## src/i2coa_map.svh

```systemverilog
// register offsets, field positions, reset values and timing for the own-address block
// assumes an 8-bit byte address on the plain register port
`ifndef I2COA_MAP_SVH
`define I2COA_MAP_SVH

`define I2COA_OFS_PRIMARY_OWN_ADDR 8'h08
`define I2COA_OFS_SECONDARY_OWN_ADDR 8'h0c
`define I2COA_OFS_TIMING 8'h10
`define I2COA_OFS_CTRL 8'h20
`define I2COA_OFS_STATUS 8'h24
`define I2COA_OFS_MASK 8'h28

`define I2COA_PRIMARY_OWN_ADDR_LEN_BIT 10
`define I2COA_ADDR_EN_BIT 15
`define I2COA_SECONDARY_OWN_ADDR_MSK_LSB 8
`define I2COA_CTRL_ENABLE_BIT 0
`define I2COA_CTRL_RUN_BIT 1
`define I2COA_EVT_MATCH_BIT 0
`define I2COA_EVT_NOMATCH_BIT 1

`define I2COA_PRIMARY_OWN_ADDR_WMASK 32'h0000_87ff
`define I2COA_SECONDARY_OWN_ADDR_WMASK 32'h0000_87fe
`define I2COA_TIMING_WMASK 32'hf0ff_ffff
`define I2COA_CTRL_WMASK 32'h0000_0003
`define I2COA_EVT_WMASK 32'h0000_0003
`define I2COA_RESET_VALUE 32'h0000_0000

`define I2COA_CLK_PERIOD_NS 100
`define I2COA_RST_STAGES 2

`endif

```

## src/i2coa_pkg.sv

```systemverilog
// types shared by the own-address and timing logic
// assumes the map header supplies every number
package i2coa_pkg;

    // address as delivered by the bit-level receive engine
    typedef struct packed {
        logic valid;
        logic is10;
        logic [9:0] addr;
    } i2coa_rxaddr_t;

    // timing fields as laid out in the timing register
    typedef struct packed {
        logic [3:0] psc;
        logic [3:0] rsvd;
        logic [3:0] setup;
        logic [3:0] hold;
        logic [7:0] high;
        logic [7:0] low;
    } i2coa_timing_cfg_t;

    typedef enum logic [1:0] {
        TS_IDLE,
        TS_LOW,
        TS_HIGH
    } i2coa_tstate_t;

endpackage

```

## src/i2coa_top.sv

```systemverilog
// own-address recognition, bus timing and register port of the i2c controller
// assumes the receive engine and register master share ref_clk; scl pin is asynchronous
`timescale 1ns/10ps
`include "i2coa_map.svh"

// Behaviour
// - 7-bit mode compares first address bits 7:1
// - 10-bit mode compares first address bits 9:0
// - bit 10 selects 7 or 10 bit length
// - first address disabled gives NACK
// - second address masked by 3-bit code
// - mask code 111 acknowledges any non-reserved 7-bit address
// - masked match never acknowledges reserved addresses
// - second address disabled gives NACK
// - scl low lasts low count plus one, or hold plus setup plus one if that is longer
// - scl high lasts high count plus one
// - sda changes hold count after falling edge
// - setup count plus one before rising edge
// - kernel clock divided by prescaler plus one
// - match sets flag; clear bit or disable
module i2coa_top import i2coa_pkg::*; (
    // clock and reset
    input wire logic ref_clk,
    input wire logic rstn,
    // register port
    input wire logic [7:0] regAddr,
    input wire logic [31:0] regWdata,
    input wire logic regWr,
    input wire logic regRd,
    output logic [31:0] regRdata,
    // received address from the bit engine
    input wire i2coa_rxaddr_t rxAddr,
    // address decision
    output logic addrDone,
    output logic addrAck,
    output logic addressMatchFlag,
    output logic peripheralEnable,
    // interrupt
    output logic irq,
    // scl open-drain pin and sda strobe
    input wire logic sclIn,
    output logic sclOut,
    output logic sclOe,
    output logic sdaChange
);

    localparam int RST_N = `I2COA_RST_STAGES;

    // ==========================================================
    // reset release
    logic [RST_N-1:0] rstPipe_q;
    wire rstSyncN = rstPipe_q[RST_N-1];

    always_ff @(posedge ref_clk or negedge rstn) begin
        if (!rstn) begin
            rstPipe_q <= '0;
        end else begin
            rstPipe_q <= {rstPipe_q[RST_N-2:0], 1'b1};
        end
    end

    // ==========================================================
    // decode helpers
    function automatic logic isReserved(input logic [6:0] a);
        isReserved = (a[6:3] == 4'h0) || (a[6:3] == 4'hf);
    endfunction

    // compare mask for the second address: a one keeps the bit in the comparison
    function automatic logic [6:0] keepBits(input logic [2:0] code);
        logic [6:0] m;
        m = 7'h7f;
        for (int i = 0; i < 7; i++) begin
            if (i < int'(code)) begin
                m[i] = 1'b0;
            end
        end
        keepBits = m;
    endfunction

    // ==========================================================
    // registers
    logic [31:0] primary_own_addr_q, secondary_own_addr_q, timing_q, ctrl_q, status_q, mask_q;
    logic [31:0] rdata_q;
    logic ackDone_q, ack_q, irq_q;

    wire wrAddr1 = regWr && (regAddr == `I2COA_OFS_PRIMARY_OWN_ADDR);
    wire wrAddr2 = regWr && (regAddr == `I2COA_OFS_SECONDARY_OWN_ADDR);
    wire wrTiming = regWr && (regAddr == `I2COA_OFS_TIMING);
    wire wrCtrl = regWr && (regAddr == `I2COA_OFS_CTRL);
    wire wrStatus = regWr && (regAddr == `I2COA_OFS_STATUS);
    wire wrMask = regWr && (regAddr == `I2COA_OFS_MASK);

    wire enable = ctrl_q[`I2COA_CTRL_ENABLE_BIT];
    wire clockRun = ctrl_q[`I2COA_CTRL_RUN_BIT];

    // ==========================================================
    // own-address comparison
    wire len10 = primary_own_addr_q[`I2COA_PRIMARY_OWN_ADDR_LEN_BIT];
    wire en1 = primary_own_addr_q[`I2COA_ADDR_EN_BIT];
    wire en2 = secondary_own_addr_q[`I2COA_ADDR_EN_BIT];
    wire [2:0] mask2 = secondary_own_addr_q[`I2COA_SECONDARY_OWN_ADDR_MSK_LSB+:3];
    wire [6:0] keep2 = keepBits(mask2);
    wire rxReserved = isReserved(rxAddr.addr[6:0]);

    wire hit1Short = !len10 && !rxAddr.is10 && (rxAddr.addr[6:0] == primary_own_addr_q[7:1]);
    wire hit1Long = len10 && rxAddr.is10 && (rxAddr.addr == primary_own_addr_q[9:0]);
    wire hit1 = hit1Short || hit1Long;

    // code 111 leaves nothing to compare, so every non-reserved 7-bit address hits
    wire hit2Raw = !rxAddr.is10 && (((rxAddr.addr[6:0] ^ secondary_own_addr_q[7:1]) & keep2) == 7'h0);
    wire hit2 = hit2Raw && !((mask2 != 3'h0) && rxReserved);

    // a hit on a disabled comparator answers nack
    wire ackNow = (hit1 && en1) || (hit2 && en2);
    wire rxEvent = rxAddr.valid && enable;
    wire matchEvt = rxEvent && ackNow;
    wire noMatchEvt = rxEvent && !ackNow;

    // ==========================================================
    // register writes
    always_ff @(posedge ref_clk or negedge rstSyncN) begin
        if (!rstSyncN) begin
            primary_own_addr_q <= `I2COA_RESET_VALUE;
            secondary_own_addr_q <= `I2COA_RESET_VALUE;
            timing_q <= `I2COA_RESET_VALUE;
            ctrl_q <= `I2COA_RESET_VALUE;
            mask_q <= `I2COA_RESET_VALUE;
        end else begin
            if (wrAddr1) begin
                primary_own_addr_q <= regWdata & `I2COA_PRIMARY_OWN_ADDR_WMASK;
            end
            if (wrAddr2) begin
                secondary_own_addr_q <= regWdata & `I2COA_SECONDARY_OWN_ADDR_WMASK;
            end
            // a running sequencer would tear on a mid-bit change
            if (wrTiming && !enable) begin
                timing_q <= regWdata & `I2COA_TIMING_WMASK;
            end
            if (wrCtrl) begin
                ctrl_q <= regWdata & `I2COA_CTRL_WMASK;
            end
            if (wrMask) begin
                mask_q <= regWdata & `I2COA_EVT_WMASK;
            end
        end
    end

    // ==========================================================
    // sticky events: set wins over write-one-clear, disable clears
    wire [31:0] evtSet = {30'h0, noMatchEvt, matchEvt};
    wire [31:0] evtClr = wrStatus ? (regWdata & `I2COA_EVT_WMASK) : 32'h0;
    wire [31:0] statusD = enable ? ((status_q & ~evtClr) | evtSet) : 32'h0;

    always_ff @(posedge ref_clk or negedge rstSyncN) begin
        if (!rstSyncN) begin
            status_q <= `I2COA_RESET_VALUE;
            irq_q <= 1'b0;
        end else begin
            status_q <= statusD;
            irq_q <= |(statusD & mask_q);
        end
    end

    // ==========================================================
    // address decision and read port
    wire [31:0] rdSel =
        (regAddr == `I2COA_OFS_PRIMARY_OWN_ADDR) ? primary_own_addr_q :
        (regAddr == `I2COA_OFS_SECONDARY_OWN_ADDR) ? secondary_own_addr_q :
        (regAddr == `I2COA_OFS_TIMING) ? timing_q :
        (regAddr == `I2COA_OFS_CTRL) ? ctrl_q :
        (regAddr == `I2COA_OFS_STATUS) ? status_q :
        (regAddr == `I2COA_OFS_MASK) ? mask_q : 32'h0;

    always_ff @(posedge ref_clk or negedge rstSyncN) begin
        if (!rstSyncN) begin
            ackDone_q <= 1'b0;
            ack_q <= 1'b0;
            rdata_q <= 32'h0;
        end else begin
            ackDone_q <= rxEvent;
            if (rxEvent) begin
                ack_q <= ackNow;
            end
            rdata_q <= regRd ? rdSel : 32'h0;
        end
    end

    // ==========================================================
    // bus timing sequencer
    i2coa_timing #(
        .CNT_W(9)
    ) u_timing (
        .clk(ref_clk),
        .rstSyncN(rstSyncN),
        .run(enable && clockRun),
        .cfg(i2coa_timing_cfg_t'(timing_q)),
        .sclIn(sclIn),
        .sclOut(sclOut),
        .sclOe(sclOe),
        .sdaChange(sdaChange)
    );

    assign regRdata = rdata_q;
    assign addrDone = ackDone_q;
    assign addrAck = ack_q;
    assign addressMatchFlag = status_q[`I2COA_EVT_MATCH_BIT];
    assign peripheralEnable = ctrl_q[`I2COA_CTRL_ENABLE_BIT];
    assign irq = irq_q;

    // ==========================================================
    // checks
    property p_short_match;
        @(posedge ref_clk) disable iff (!rstSyncN)
        rxEvent && !len10 && en1 && !rxAddr.is10 && rxAddr.addr[6:0] == primary_own_addr_q[7:1]
            |=> addrDone && addrAck;
    endproperty
    a_short_match: assert property (p_short_match) else $error("7-bit own address not acked");

    property p_long_match;
        @(posedge ref_clk) disable iff (!rstSyncN)
        rxEvent && len10 && en1 && rxAddr.is10 && rxAddr.addr == primary_own_addr_q[9:0]
            |=> addrDone && addrAck;
    endproperty
    a_long_match: assert property (p_long_match) else $error("10-bit own address not acked");

    property p_len_gate;
        @(posedge ref_clk) disable iff (!rstSyncN)
        rxEvent && len10 && !rxAddr.is10 && !(hit2 && en2) |=> addrDone && !addrAck;
    endproperty
    a_len_gate: assert property (p_len_gate) else $error("7-bit address acked in 10-bit mode");

    property p_en1_off;
        @(posedge ref_clk) disable iff (!rstSyncN)
        rxEvent && hit1 && !en1 && !(hit2 && en2) |=> !addrAck;
    endproperty
    a_en1_off: assert property (p_en1_off) else $error("disabled first address acked");

    property p_mask_all;
        @(posedge ref_clk) disable iff (!rstSyncN)
        rxEvent && en2 && mask2 == 3'h7 && !rxAddr.is10 && !rxReserved |=> addrAck;
    endproperty
    a_mask_all: assert property (p_mask_all) else $error("mask 111 did not ack");

    property p_mask_one;
        @(posedge ref_clk) disable iff (!rstSyncN)
        rxEvent && en2 && mask2 == 3'h1 && !rxAddr.is10 && !rxReserved &&
            rxAddr.addr[6:1] == secondary_own_addr_q[7:2] |=> addrAck;
    endproperty
    a_mask_one: assert property (p_mask_one) else $error("mask 001 compare wrong");

    property p_reserved;
        @(posedge ref_clk) disable iff (!rstSyncN)
        rxEvent && mask2 != 3'h0 && rxReserved && !(hit1 && en1) |=> !addrAck;
    endproperty
    a_reserved: assert property (p_reserved) else $error("reserved address acked by mask");

    property p_en2_off;
        @(posedge ref_clk) disable iff (!rstSyncN)
        rxEvent && !en2 && !(hit1 && en1) |=> addrDone && !addrAck;
    endproperty
    a_en2_off: assert property (p_en2_off) else $error("disabled second address acked");

    property p_flag_set;
        @(posedge ref_clk) disable iff (!rstSyncN)
        matchEvt |=> addressMatchFlag && addrAck ##1
            (addressMatchFlag || !$past(enable) || $past(evtClr[0]));
    endproperty
    a_flag_set: assert property (p_flag_set) else $error("match flag not set");

    property p_flag_off;
        @(posedge ref_clk) disable iff (!rstSyncN)
        !enable |=> !addressMatchFlag;
    endproperty
    a_flag_off: assert property (p_flag_off) else $error("flag survived disable");

    property p_timing_lock;
        @(posedge ref_clk) disable iff (!rstSyncN)
        wrTiming && enable |=> $stable(timing_q);
    endproperty
    a_timing_lock: assert property (p_timing_lock) else $error("timing changed while enabled");

    c_ack: cover property (@(posedge ref_clk) disable iff (!rstSyncN) addrDone && addrAck);
    c_nack: cover property (@(posedge ref_clk) disable iff (!rstSyncN) addrDone && !addrAck);
    c_irq: cover property (@(posedge ref_clk) disable iff (!rstSyncN) $rose(irq));
    c_long: cover property (@(posedge ref_clk) disable iff (!rstSyncN) matchEvt && hit1Long);

endmodule

```

## src/i2coa_timing.sv

```systemverilog
// scl low/high and sda hold/setup sequencer on the prescaled tick
// assumes cfg only changes while run is low; scl pin is asynchronous
`timescale 1ns/10ps

module i2coa_timing import i2coa_pkg::*; #(
    parameter int CNT_W = 9
) (
    // clock and reset
    input wire logic clk,
    input wire logic rstSyncN,
    // control
    input wire logic run,
    input wire i2coa_timing_cfg_t cfg,
    // scl open-drain pin
    input wire logic sclIn,
    output logic sclOut,
    output logic sclOe,
    // strobe for the sda driver
    output logic sdaChange
);

    generate
        if (CNT_W < 9) begin : g_chk
            $error("i2coa_timing: CNT_W must hold 256");
        end
    endgenerate

    logic [3:0] pscCnt_q;
    logic [CNT_W-1:0] phaseCnt_q;
    logic [4:0] setupCnt_q;
    logic sdaDone_q, sclMeta_q, sclSync_q, sclOe_q, sdaChange_q;
    i2coa_tstate_t state_q;

    // ==========================================================
    // prescaled tick
    wire tick = run && (pscCnt_q == cfg.psc);
    wire [CNT_W-1:0] lowEnd = CNT_W'(cfg.low) + CNT_W'(1);
    wire [CNT_W-1:0] highEnd = CNT_W'(cfg.high) + CNT_W'(1);
    wire [4:0] setupEnd = {1'b0, cfg.setup} + 5'h1;
    wire holdHit = !sdaDone_q && (phaseCnt_q == CNT_W'(cfg.hold));
    wire lowDone = (phaseCnt_q >= lowEnd) && sdaDone_q && (setupCnt_q >= setupEnd);
    wire highDone = phaseCnt_q >= highEnd;

    always_ff @(posedge clk or negedge rstSyncN) begin
        if (!rstSyncN) begin
            sclMeta_q <= 1'b1;
            sclSync_q <= 1'b1;
            pscCnt_q <= 4'h0;
        end else begin
            sclMeta_q <= sclIn;
            sclSync_q <= sclMeta_q;
            pscCnt_q <= (tick || !run) ? 4'h0 : pscCnt_q + 4'h1;
        end
    end

    // ==========================================================
    // phase sequencer
    always_ff @(posedge clk or negedge rstSyncN) begin
        if (!rstSyncN) begin
            state_q <= TS_IDLE;
            phaseCnt_q <= '0;
            setupCnt_q <= 5'h0;
            sdaDone_q <= 1'b0;
            sclOe_q <= 1'b0;
            sdaChange_q <= 1'b0;
        end else if (!run && state_q != TS_IDLE) begin
            // a disable mid-phase lets scl go instead of holding the bus low forever
            state_q <= TS_IDLE;
            sclOe_q <= 1'b0;
            sdaChange_q <= 1'b0;
        end else begin
            sdaChange_q <= 1'b0;
            case (state_q)
                TS_IDLE: begin
                    if (run) begin
                        state_q <= TS_LOW;
                        sclOe_q <= 1'b1;
                        phaseCnt_q <= '0;
                        setupCnt_q <= 5'h0;
                        sdaDone_q <= 1'b0;
                    end
                end
                TS_LOW: begin
                    if (holdHit) begin
                        sdaDone_q <= 1'b1;
                        sdaChange_q <= 1'b1;
                    end
                    if (lowDone) begin
                        state_q <= TS_HIGH;
                        sclOe_q <= 1'b0;
                        phaseCnt_q <= '0;
                    end else if (tick) begin
                        phaseCnt_q <= phaseCnt_q + CNT_W'(1);
                        if (sdaDone_q && setupCnt_q < setupEnd) begin
                            setupCnt_q <= setupCnt_q + 5'h1;
                        end
                    end
                end
                TS_HIGH: begin
                    // a stretching slave holds the high count until scl is seen high
                    if (highDone) begin
                        state_q <= run ? TS_LOW : TS_IDLE;
                        sclOe_q <= run;
                        phaseCnt_q <= '0;
                        setupCnt_q <= 5'h0;
                        sdaDone_q <= 1'b0;
                    end else if (tick && sclSync_q) begin
                        phaseCnt_q <= phaseCnt_q + CNT_W'(1);
                    end
                end
                default: state_q <= TS_IDLE;
            endcase
        end
    end

    assign sclOe = sclOe_q;
    assign sclOut = 1'b0;
    assign sdaChange = sdaChange_q;

    // ==========================================================
    // checks
    property p_psc_tick;
        @(posedge clk) disable iff (!rstSyncN)
        tick && run && cfg.psc == 4'h1 |=> !tick ##1 (tick || !run);
    endproperty
    a_psc_tick: assert property (p_psc_tick) else $error("prescaler period wrong");

    property p_rise_after_setup;
        @(posedge clk) disable iff (!rstSyncN)
        $fell(sclOe_q) && $past(run) |->
            $past(state_q == TS_LOW) && $past(setupCnt_q) >= $past(setupEnd) &&
            $past(phaseCnt_q) >= $past(lowEnd);
    endproperty
    a_rise_after_setup: assert property (p_rise_after_setup) else $error("scl rose early");

    property p_hold_point;
        @(posedge clk) disable iff (!rstSyncN)
        sdaChange_q |-> $past(phaseCnt_q) == CNT_W'(cfg.hold);
    endproperty
    a_hold_point: assert property (p_hold_point) else $error("sda moved off hold point");

    c_sda_change: cover property (@(posedge clk) disable iff (!rstSyncN) sdaChange_q);
    c_full_bit: cover property (@(posedge clk) disable iff (!rstSyncN)
        $fell(sclOe_q) ##[1:1000] $rose(sclOe_q));

endmodule

```

## config.mk

```make
export PLATFORM = sky130hd
export DESIGN_NAME = i2coa_top
export DESIGN_NICKNAME = d
export VERILOG_FILES = /design/src/i2coa_pkg.sv /design/src/i2coa_top.sv /design/src/i2coa_timing.sv
export VERILOG_INCLUDE_DIRS = /design/src
export SDC_FILE = /design/constraint.sdc
export NUM_CORES = 1
export LEC_CHECK = 0
export ABC_CLOCK_PERIOD_IN_PS = 4100
export BUFFER_PORTS_ARGS = -buffer_cell sky130_fd_sc_hd__buf_2
export CORE_ASPECT_RATIO = 0.8
export CORE_MARGIN = 2
export CORE_UTILIZATION = 45
export DETAILED_ROUTE_END_ITERATION = 8
export HOLD_SLACK_MARGIN = 0.08
export PLACE_DENSITY = 0.66
export SLEW_MARGIN = 10
export SYNTH_ARGS = -nofsm -noshare
export SYNTH_HDL_FRONTEND = slang
export SYNTH_HIERARCHICAL = 1
export SYNTH_SLANG_ARGS = --single-unit
```

## constraint.sdc

```tcl
create_clock -name ref_clk -period 4.1 [get_ports ref_clk]
set_clock_uncertainty 0.1 [all_clocks]
set_input_delay 0.41 -clock ref_clk [delete_from_list [all_inputs] [get_ports ref_clk]]
set_output_delay 0.41 -clock ref_clk [all_outputs]
set_load 0.03 [all_outputs]
```

Word-level counts from Yosys, hierarchy flattened
Index checks and enable logic that the tools add are counted.
{"block": "classes", "n_addsub": 6, "multipliers": 0, "div_mod_pow": 0, "order_cmp": 11, "eq_ne": 24, "shift": 0, "muxes": 47, "bitwise": 7, "n_reduce_logical": 51}
{"operator": "32-bit 2-to-1 mux", "n": 7}
{"operator": "9-bit 2-to-1 mux", "n": 5}
{"operator": "32-bit by 2-bit bitwise AND with 32-bit output", "n": 1}
{"operator": "32-bit bitwise AND", "n": 1}
{"operator": "2-bit NOT with 32-bit output", "n": 1}
{"operator": "32-bit by 2-bit bitwise OR with 32-bit output", "n": 1}
{"operator": "32-bit OR reduction", "n": 1}
{"operator": "1-bit logical AND", "n": 27}
{"operator": "9-bit case mux with 3 select lines", "n": 1}
{"operator": "5-bit 2-to-1 mux", "n": 5}
{"operator": "8-bit by 6-bit equality test with 1-bit output, second input constant", "n": 3}
{"operator": "8-bit by 1-bit adder with 9-bit output, second input constant", "n": 2}
{"operator": "9-bit greater-or-equal comparator", "n": 2}
{"operator": "1-bit 2-to-1 mux", "n": 18}
{"operator": "8-bit by 4-bit equality test with 1-bit output, second input constant", "n": 2}
{"operator": "3-bit by 1-bit != test with 1-bit output, second input constant", "n": 5}
{"operator": "5-bit case mux with 3 select lines", "n": 1}
{"operator": "2-bit 2-to-1 mux", "n": 6}
{"operator": "10-bit equality test", "n": 1}
{"operator": "2-bit by 1-bit != test with 1-bit output, second input constant", "n": 5}
{"operator": "5-bit AND reduction", "n": 2}
{"operator": "9-bit by 1-bit adder with 9-bit output, second input constant", "n": 1}
{"operator": "9-bit by 4-bit equality test with 1-bit output", "n": 1}
{"operator": "3-bit < comparator, first input constant", "n": 3}
{"operator": "other kinds (31)", "n": 44}
{"block": "totals", "register_bits": 149, "latchBits": 0, "mem_bits_rw": 0, "mem_bits_ro": 0, "in_bits": 57, "output_inout_bits": 40, "mem_count": 0}

Logic depth before layout (Yosys ltp)
{"block": "depth", "ltp_word": 14, "mapped_depth": 13}

Modules after synthesis
The synthesis kept the hierarchy.
{"mod": "i2coa_top", "instances": 1, "cells_per_inst": 296, "area_each_um2": 3920.0}
{"mod": "i2coa_timing", "instances": 1, "cells_per_inst": 278, "area_each_um2": 2376.0}

Least setup slack after synthesis
Ideal clock, no wire load.
{"block": "synth_path", "path_type": "register to register", "start": "register timing_q[8]", "end": "register u_timing.phaseCnt_q[1]", "arrival_ps": 2523, "t_required_ps": 3875, "path_slack_ps": 1352, "stages_incl_launch_ff": 12, "path_buffers": 0, "synth_period_minus_slack_ps": 2748, "path_cell_list": "dfrtp_1 ha_1 nand3_1 nor2_1 xnor2_1 ha_1 a211oi_1 o21ai_1 a211oi_2 a21o_2 o211ai_1 mux2_4"}
{"block": "synth_via", "elab_chain_cells": 4, "word_cells_on_any_way": 6, "cone_classes": "add/sub: 1; order compare: 1; eq/ne: 1; mux: 2; reduce/logical: 1"}
{"element": "start, declared", "line": "i2coa_top.sv:82", "rtl": "logic [31:0] primary_own_addr_q, secondary_own_addr_q, timing_q, ctrl_q, status_q, mask_q;"}
{"element": "start signal, assigned", "line": "i2coa_top.sv:125", "rtl": "timing_q <= `I2COA_RESET_VALUE;"}
{"element": "start signal, assigned", "line": "i2coa_top.sv:137", "rtl": "timing_q <= regWdata & `I2COA_TIMING_WMASK;"}
{"element": "8-bit by 1-bit adder with 9-bit output (*)", "line": "i2coa_timing.sv:38", "rtl": "wire [CNT_W-1:0] highEnd = CNT_W'(cfg.high) + CNT_W'(1);"}
{"element": "9-bit greater-or-equal comparator (*)", "line": "i2coa_timing.sv:42", "rtl": "wire highDone = phaseCnt_q >= highEnd;"}
{"element": "3-bit by 1-bit != test with 1-bit output (no line) or 9-bit 2-to-1 mux (tied branches)"}
{"element": "5-bit AND reduction (no line) or 9-bit case mux with 3 select lines (tied branches)"}
{"element": "end signal, assigned", "line": "i2coa_timing.sv:93", "rtl": "phaseCnt_q <= phaseCnt_q + CNT_W'(1);"}
{"element": "end signal, assigned", "line": "i2coa_timing.sv:108", "rtl": "phaseCnt_q <= phaseCnt_q + CNT_W'(1);"}
{"element": "end, declared", "line": "i2coa_timing.sv:29", "rtl": "logic [CNT_W-1:0] phaseCnt_q;"}
Mark *: on every way between the ends. The rest lies on a longest branch, timed or not.
A chain may end at the register's enable or synchronous reset.

Final worst setup path
{"block": "layout_path", "start": "register timing_q[8]", "end": "register u_timing.sclOe_q (netlist: u_timing/sclOe)"}
{"block": "layout_via", "elab_chain_cells": 4}
{"element": "8-bit by 1-bit adder with 9-bit output", "line": "i2coa_timing.sv:38"}
{"element": "9-bit greater-or-equal comparator", "line": "i2coa_timing.sv:42"}
{"element": "3-bit by 1-bit != test with 1-bit output (no line)"}
{"element": "4-bit AND reduction (no line)"}
{"element": "end signal, assigned", "line": "i2coa_timing.sv:103", "rtl": "sclOe_q <= run;"}
{"element": "end, declared", "line": "i2coa_timing.sv:31", "rtl": "logic sdaDone_q, sclMeta_q, sclSync_q, sclOe_q, sdaChange_q;"}
Every way passes these cells.

==> out/results.txt <==
Setup WS post-layout: 0.836 ns
Clock sink count: 116
CTS clk-pin slew, worst paths: 0.06 ns
RSZ-0062 raised after global routing: false
Simple-Gate Fraction of Synth Area: 0.144
Top Metal Used: met4
Worst Setup SP: timing_q[8]$_DFFE_PN0P_
Post-cts sizing count: 0
Die height: 110 µm
Reg2Reg Capture Point: u_timing/sclOe$_DFFE_PN0P_
Worst hold path class: primary input to register
Synth Area in XOR/XNOR: 0.0668
Library cells used by synthesis: 63
Critical Path Source Type: register
Gr ovfl total: 0
Slowest cell on the critical path: dfrtp_1
Detailed Routing Iterations Pass 1: 6
Synth async-reset ratio: 1.00
Mux cell area share after synthesis: 0.107
Via count: 4924
First-pass GRT wire length: 25100 µm
Starting Density: 0.463
R2R setup slack: 0.84 ns
Num CTS Buffers: 17
Setup violations, final: 0
Met2 WL: 6690 µm
Syn. warnings: 6
Post-DP HPWL: 10700 µm
CP required: 4.28 ns
Reg2reg path depth: 12
# rows: 38
Ant diodes: 0
CP peak stage delay: 0.44 ns
Residual DRC: 0
Predominant post-synthesis flop cell: dfrtp_1
Sequential share of the synthesized area: 0.461
CP max FO: 11
Most common cell after layout, fill and taps aside: dfrtp_1
Hold path endpoint: timing_q[19]$_DFFE_PN0P_
Crit Path Category: register to register
GRT Total Usage: 0.219
Synth Area in Compound Gates: 0.116
Design Power: 3050 µW
Pwr dens: 405 mW/mm²
Adder-cell share of the synthesized area: 0.0690
Ratio of final minimum period to clock period: 0.796
Worst Setup End Kind: register
Hold path cells: 2
P_leak: 0.00371 µW
Max clock buf depth: 2
H-tree depth: 4
Highest clock rate: 306 MHz
Commonest non-fill, non-tap cells in the layout: dfrtp_1, buf_2, mux2_2, nand2_1, ha_1
Initial antenna violation count: 0
Worst-path cell chain: ha_1 > nand3_1 > nor2_1 > xnor2_1 > ha_1 > a211oi_1 > o21ai_1 > a211oi_2 > a221o_1 > buf_4 > o21bai_1 > a31oi_1
Critical Path AT: 3.45 ns
Fillers: 1223
Delay-heaviest family, CP: compound AO/OA/AOI/OAI gates
CTS root buf: clkbuf_16
Endpoints failing hold: 0
Violation count after the first detailed-routing iteration: 306
Main combinational cell family by area after synthesis: simple AND/OR/NAND/NOR gates
Worst slew pin tran: 0.714 ns
Layout cells sized above 1: 0.292
Largest net degree at the start of global routing: 54
GP Congestion: 0.933
Core Region: 0.0136 mm²
Die area: 0.0150 mm²
Fin crit period: 3.26 ns
Syn_nets: 664
Status: finished, final reports clean
Drt via density: 5.69
IO Count: 97
Number of global-route vias before repair: 4887
Total Neg Setup Slack: 0 ns
Detail Route Antenna Nets: 0
Max-slew violations: 0
Max VDD drop: 298 µV
CTS tree: built
Synthesized area: 0.00630 mm²
Syn avg cell area: 11.0 µm²
IO buf count: 91
Place WS: 0.887 ns
Critical path buffers and inverters: 1
Die X: 136 µm
Final wirelength: 15200 µm
Synth Register Bits: 116
Worst-Skew Late Latency: 0.42 ns
Wire length per cell: 17.6 µm
Net count, final: 762
Wl on met1: 7250 µm
Hold_sp: regWdata[19]
Crit-path most repeated cell: ha_1
Worst slew margin: 0.524
Gate Count Post-Synth: 574
Area Overhead vs Synth: 19.7%
Number of synthesized flops with an enable pin: 0
Met3 WL: 1000 µm
R2R Path Start: timing_q[8]$_DFFE_PN0P_
Max_cap viols: 0
## synthesized netlist by cell type (3+ instances only)
| library cell | number | area [µm²] |
|---|---|---|
| clkbuf_1 | 10 | 37.5 |
| a32oi_1 | 3 | 26.3 |
| ha_1 | 33 | 413 |
| o22ai_1 | 4 | 25.0 |
| nor3_1 | 8 | 40.0 |
| o21ai_1 | 4 | 20.0 |
| nor2b_1 | 13 | 81.3 |
| nand2b_1 | 5 | 31.3 |
| xor2_1 | 23 | 201 |
| conb_1 | 3 | 11.3 |
| dfrtp_1 | 114 | 2850 |
| mux2_2 | 54 | 608 |
| buf_4 | 8 | 60.1 |
| a21oi_1 | 21 | 105 |
| o2111ai_1 | 5 | 43.8 |
| a222oi_1 | 10 | 100 |
| and3_1 | 20 | 125 |
| mux2_4 | 3 | 45.0 |
| a21o_1 | 6 | 45.0 |
| inv_1 | 20 | 75.1 |
| and4_1 | 3 | 26.3 |
| or2_2 | 3 | 18.8 |
| o21ai_0 | 13 | 65.1 |
| o211ai_1 | 10 | 75.1 |
| nor2_1 | 20 | 75.1 |
| nor3b_1 | 4 | 30.0 |
| nor4_1 | 5 | 31.3 |
| buf_6 | 3 | 33.8 |
| nand2_1 | 37 | 139 |
| xnor2_1 | 25 | 219 |
| nand3_1 | 22 | 110 |
| o211a_1 | 4 | 40.0 |
| nand4_1 | 17 | 106 |
## where the power goes
part	internal [µW]	leakage, µW	total (µW)	switching, µW
Combinational	123	0.00185	284	162
Clock	988	0.000293	1520	529
Sequential	1190	0.00157	1250	59.2
Total	2300	0.00371	3050	750
## worst max-delay path by stage
stage,to,slack [ns],cells after the start
final,u_timing/sclOe$_DFFE_PN0P_,0.84,12
after global routing,u_timing/sclOe$_DFFE_PN0P_,0.55,12
after CTS,u_timing/sclOe$_DFFE_PN0P_,0.86,12
after detailed placement,u_timing/sclOe$_DFFE_PN0P_,0.89,12
after global placement,u_timing/sclOe$_DFFE_PN0P_,0.96,12
after floorplan,addrAck$_DFFE_PN0P_,0.53,0
## final cells by class
type,count,area [µm²],area share
multi-input combinational,415,3170,0.421
sequential,116,2910,0.386
timing repair buffer,102,543,0.0720
clock buffer,20,457,0.0606
tap,180,225,0.0299
clock inverter,12,154,0.0204
inverter,20,75.1,0.00996
## through the flow
stage	hold slack [ns]	area, µm²	util	instances
final	0.124	7540	0.554	865
after global routing	0.119	7540	0.554	865
after CTS	0.111	7540	0.554	865
after detailed placement	0.0967	6910	0.508	831
after global placement	0.0948	6910	0.508	831
after floorplan	0.0144	6300	-	574
## timing repair
item | in CTS | in global routing
setup buffers | 0 | 0
hold endpoints to repair | 3 | 0
hold buffers | 2 | 0
## routing by layer
metal  track usage  vias to the layer above
met3        0.0535                       22
met5             0                        -
met4        0.0863                        0
li1              -                     2301
met1         0.310                     2443
met2         0.323                      158
## sequential cells by signal (all words and copies together) (netlist names), 2 cells and up
register / cells
u_timing/phaseCnt_q: 9
rstPipe_q: 2
mask_q: 2
timing_q: 28
ctrl_q: 2
primary_own_addr_q: 12
regRdata: 29
secondary_own_addr_q: 11
u_timing/setupCnt_q: 5
u_timing/pscCnt_q: 4
status_q: 2
u_timing/state_q: 2
## kinds of logic (layout without fill, tap and decap cells)
family / count (synthesis) / in the layout
adders and majority gates: 35 / 35
muxes: 59 / 59
DFF: 116 / 116
other: 3 / 3
AOI/OAI and AO/OA: 102 / 102
and+or+nand+nor: 168 / 168
buffers and inverters: 43 / 154
xor gates and xnor gates: 48 / 48
Power figures use the tool's default switching activity.
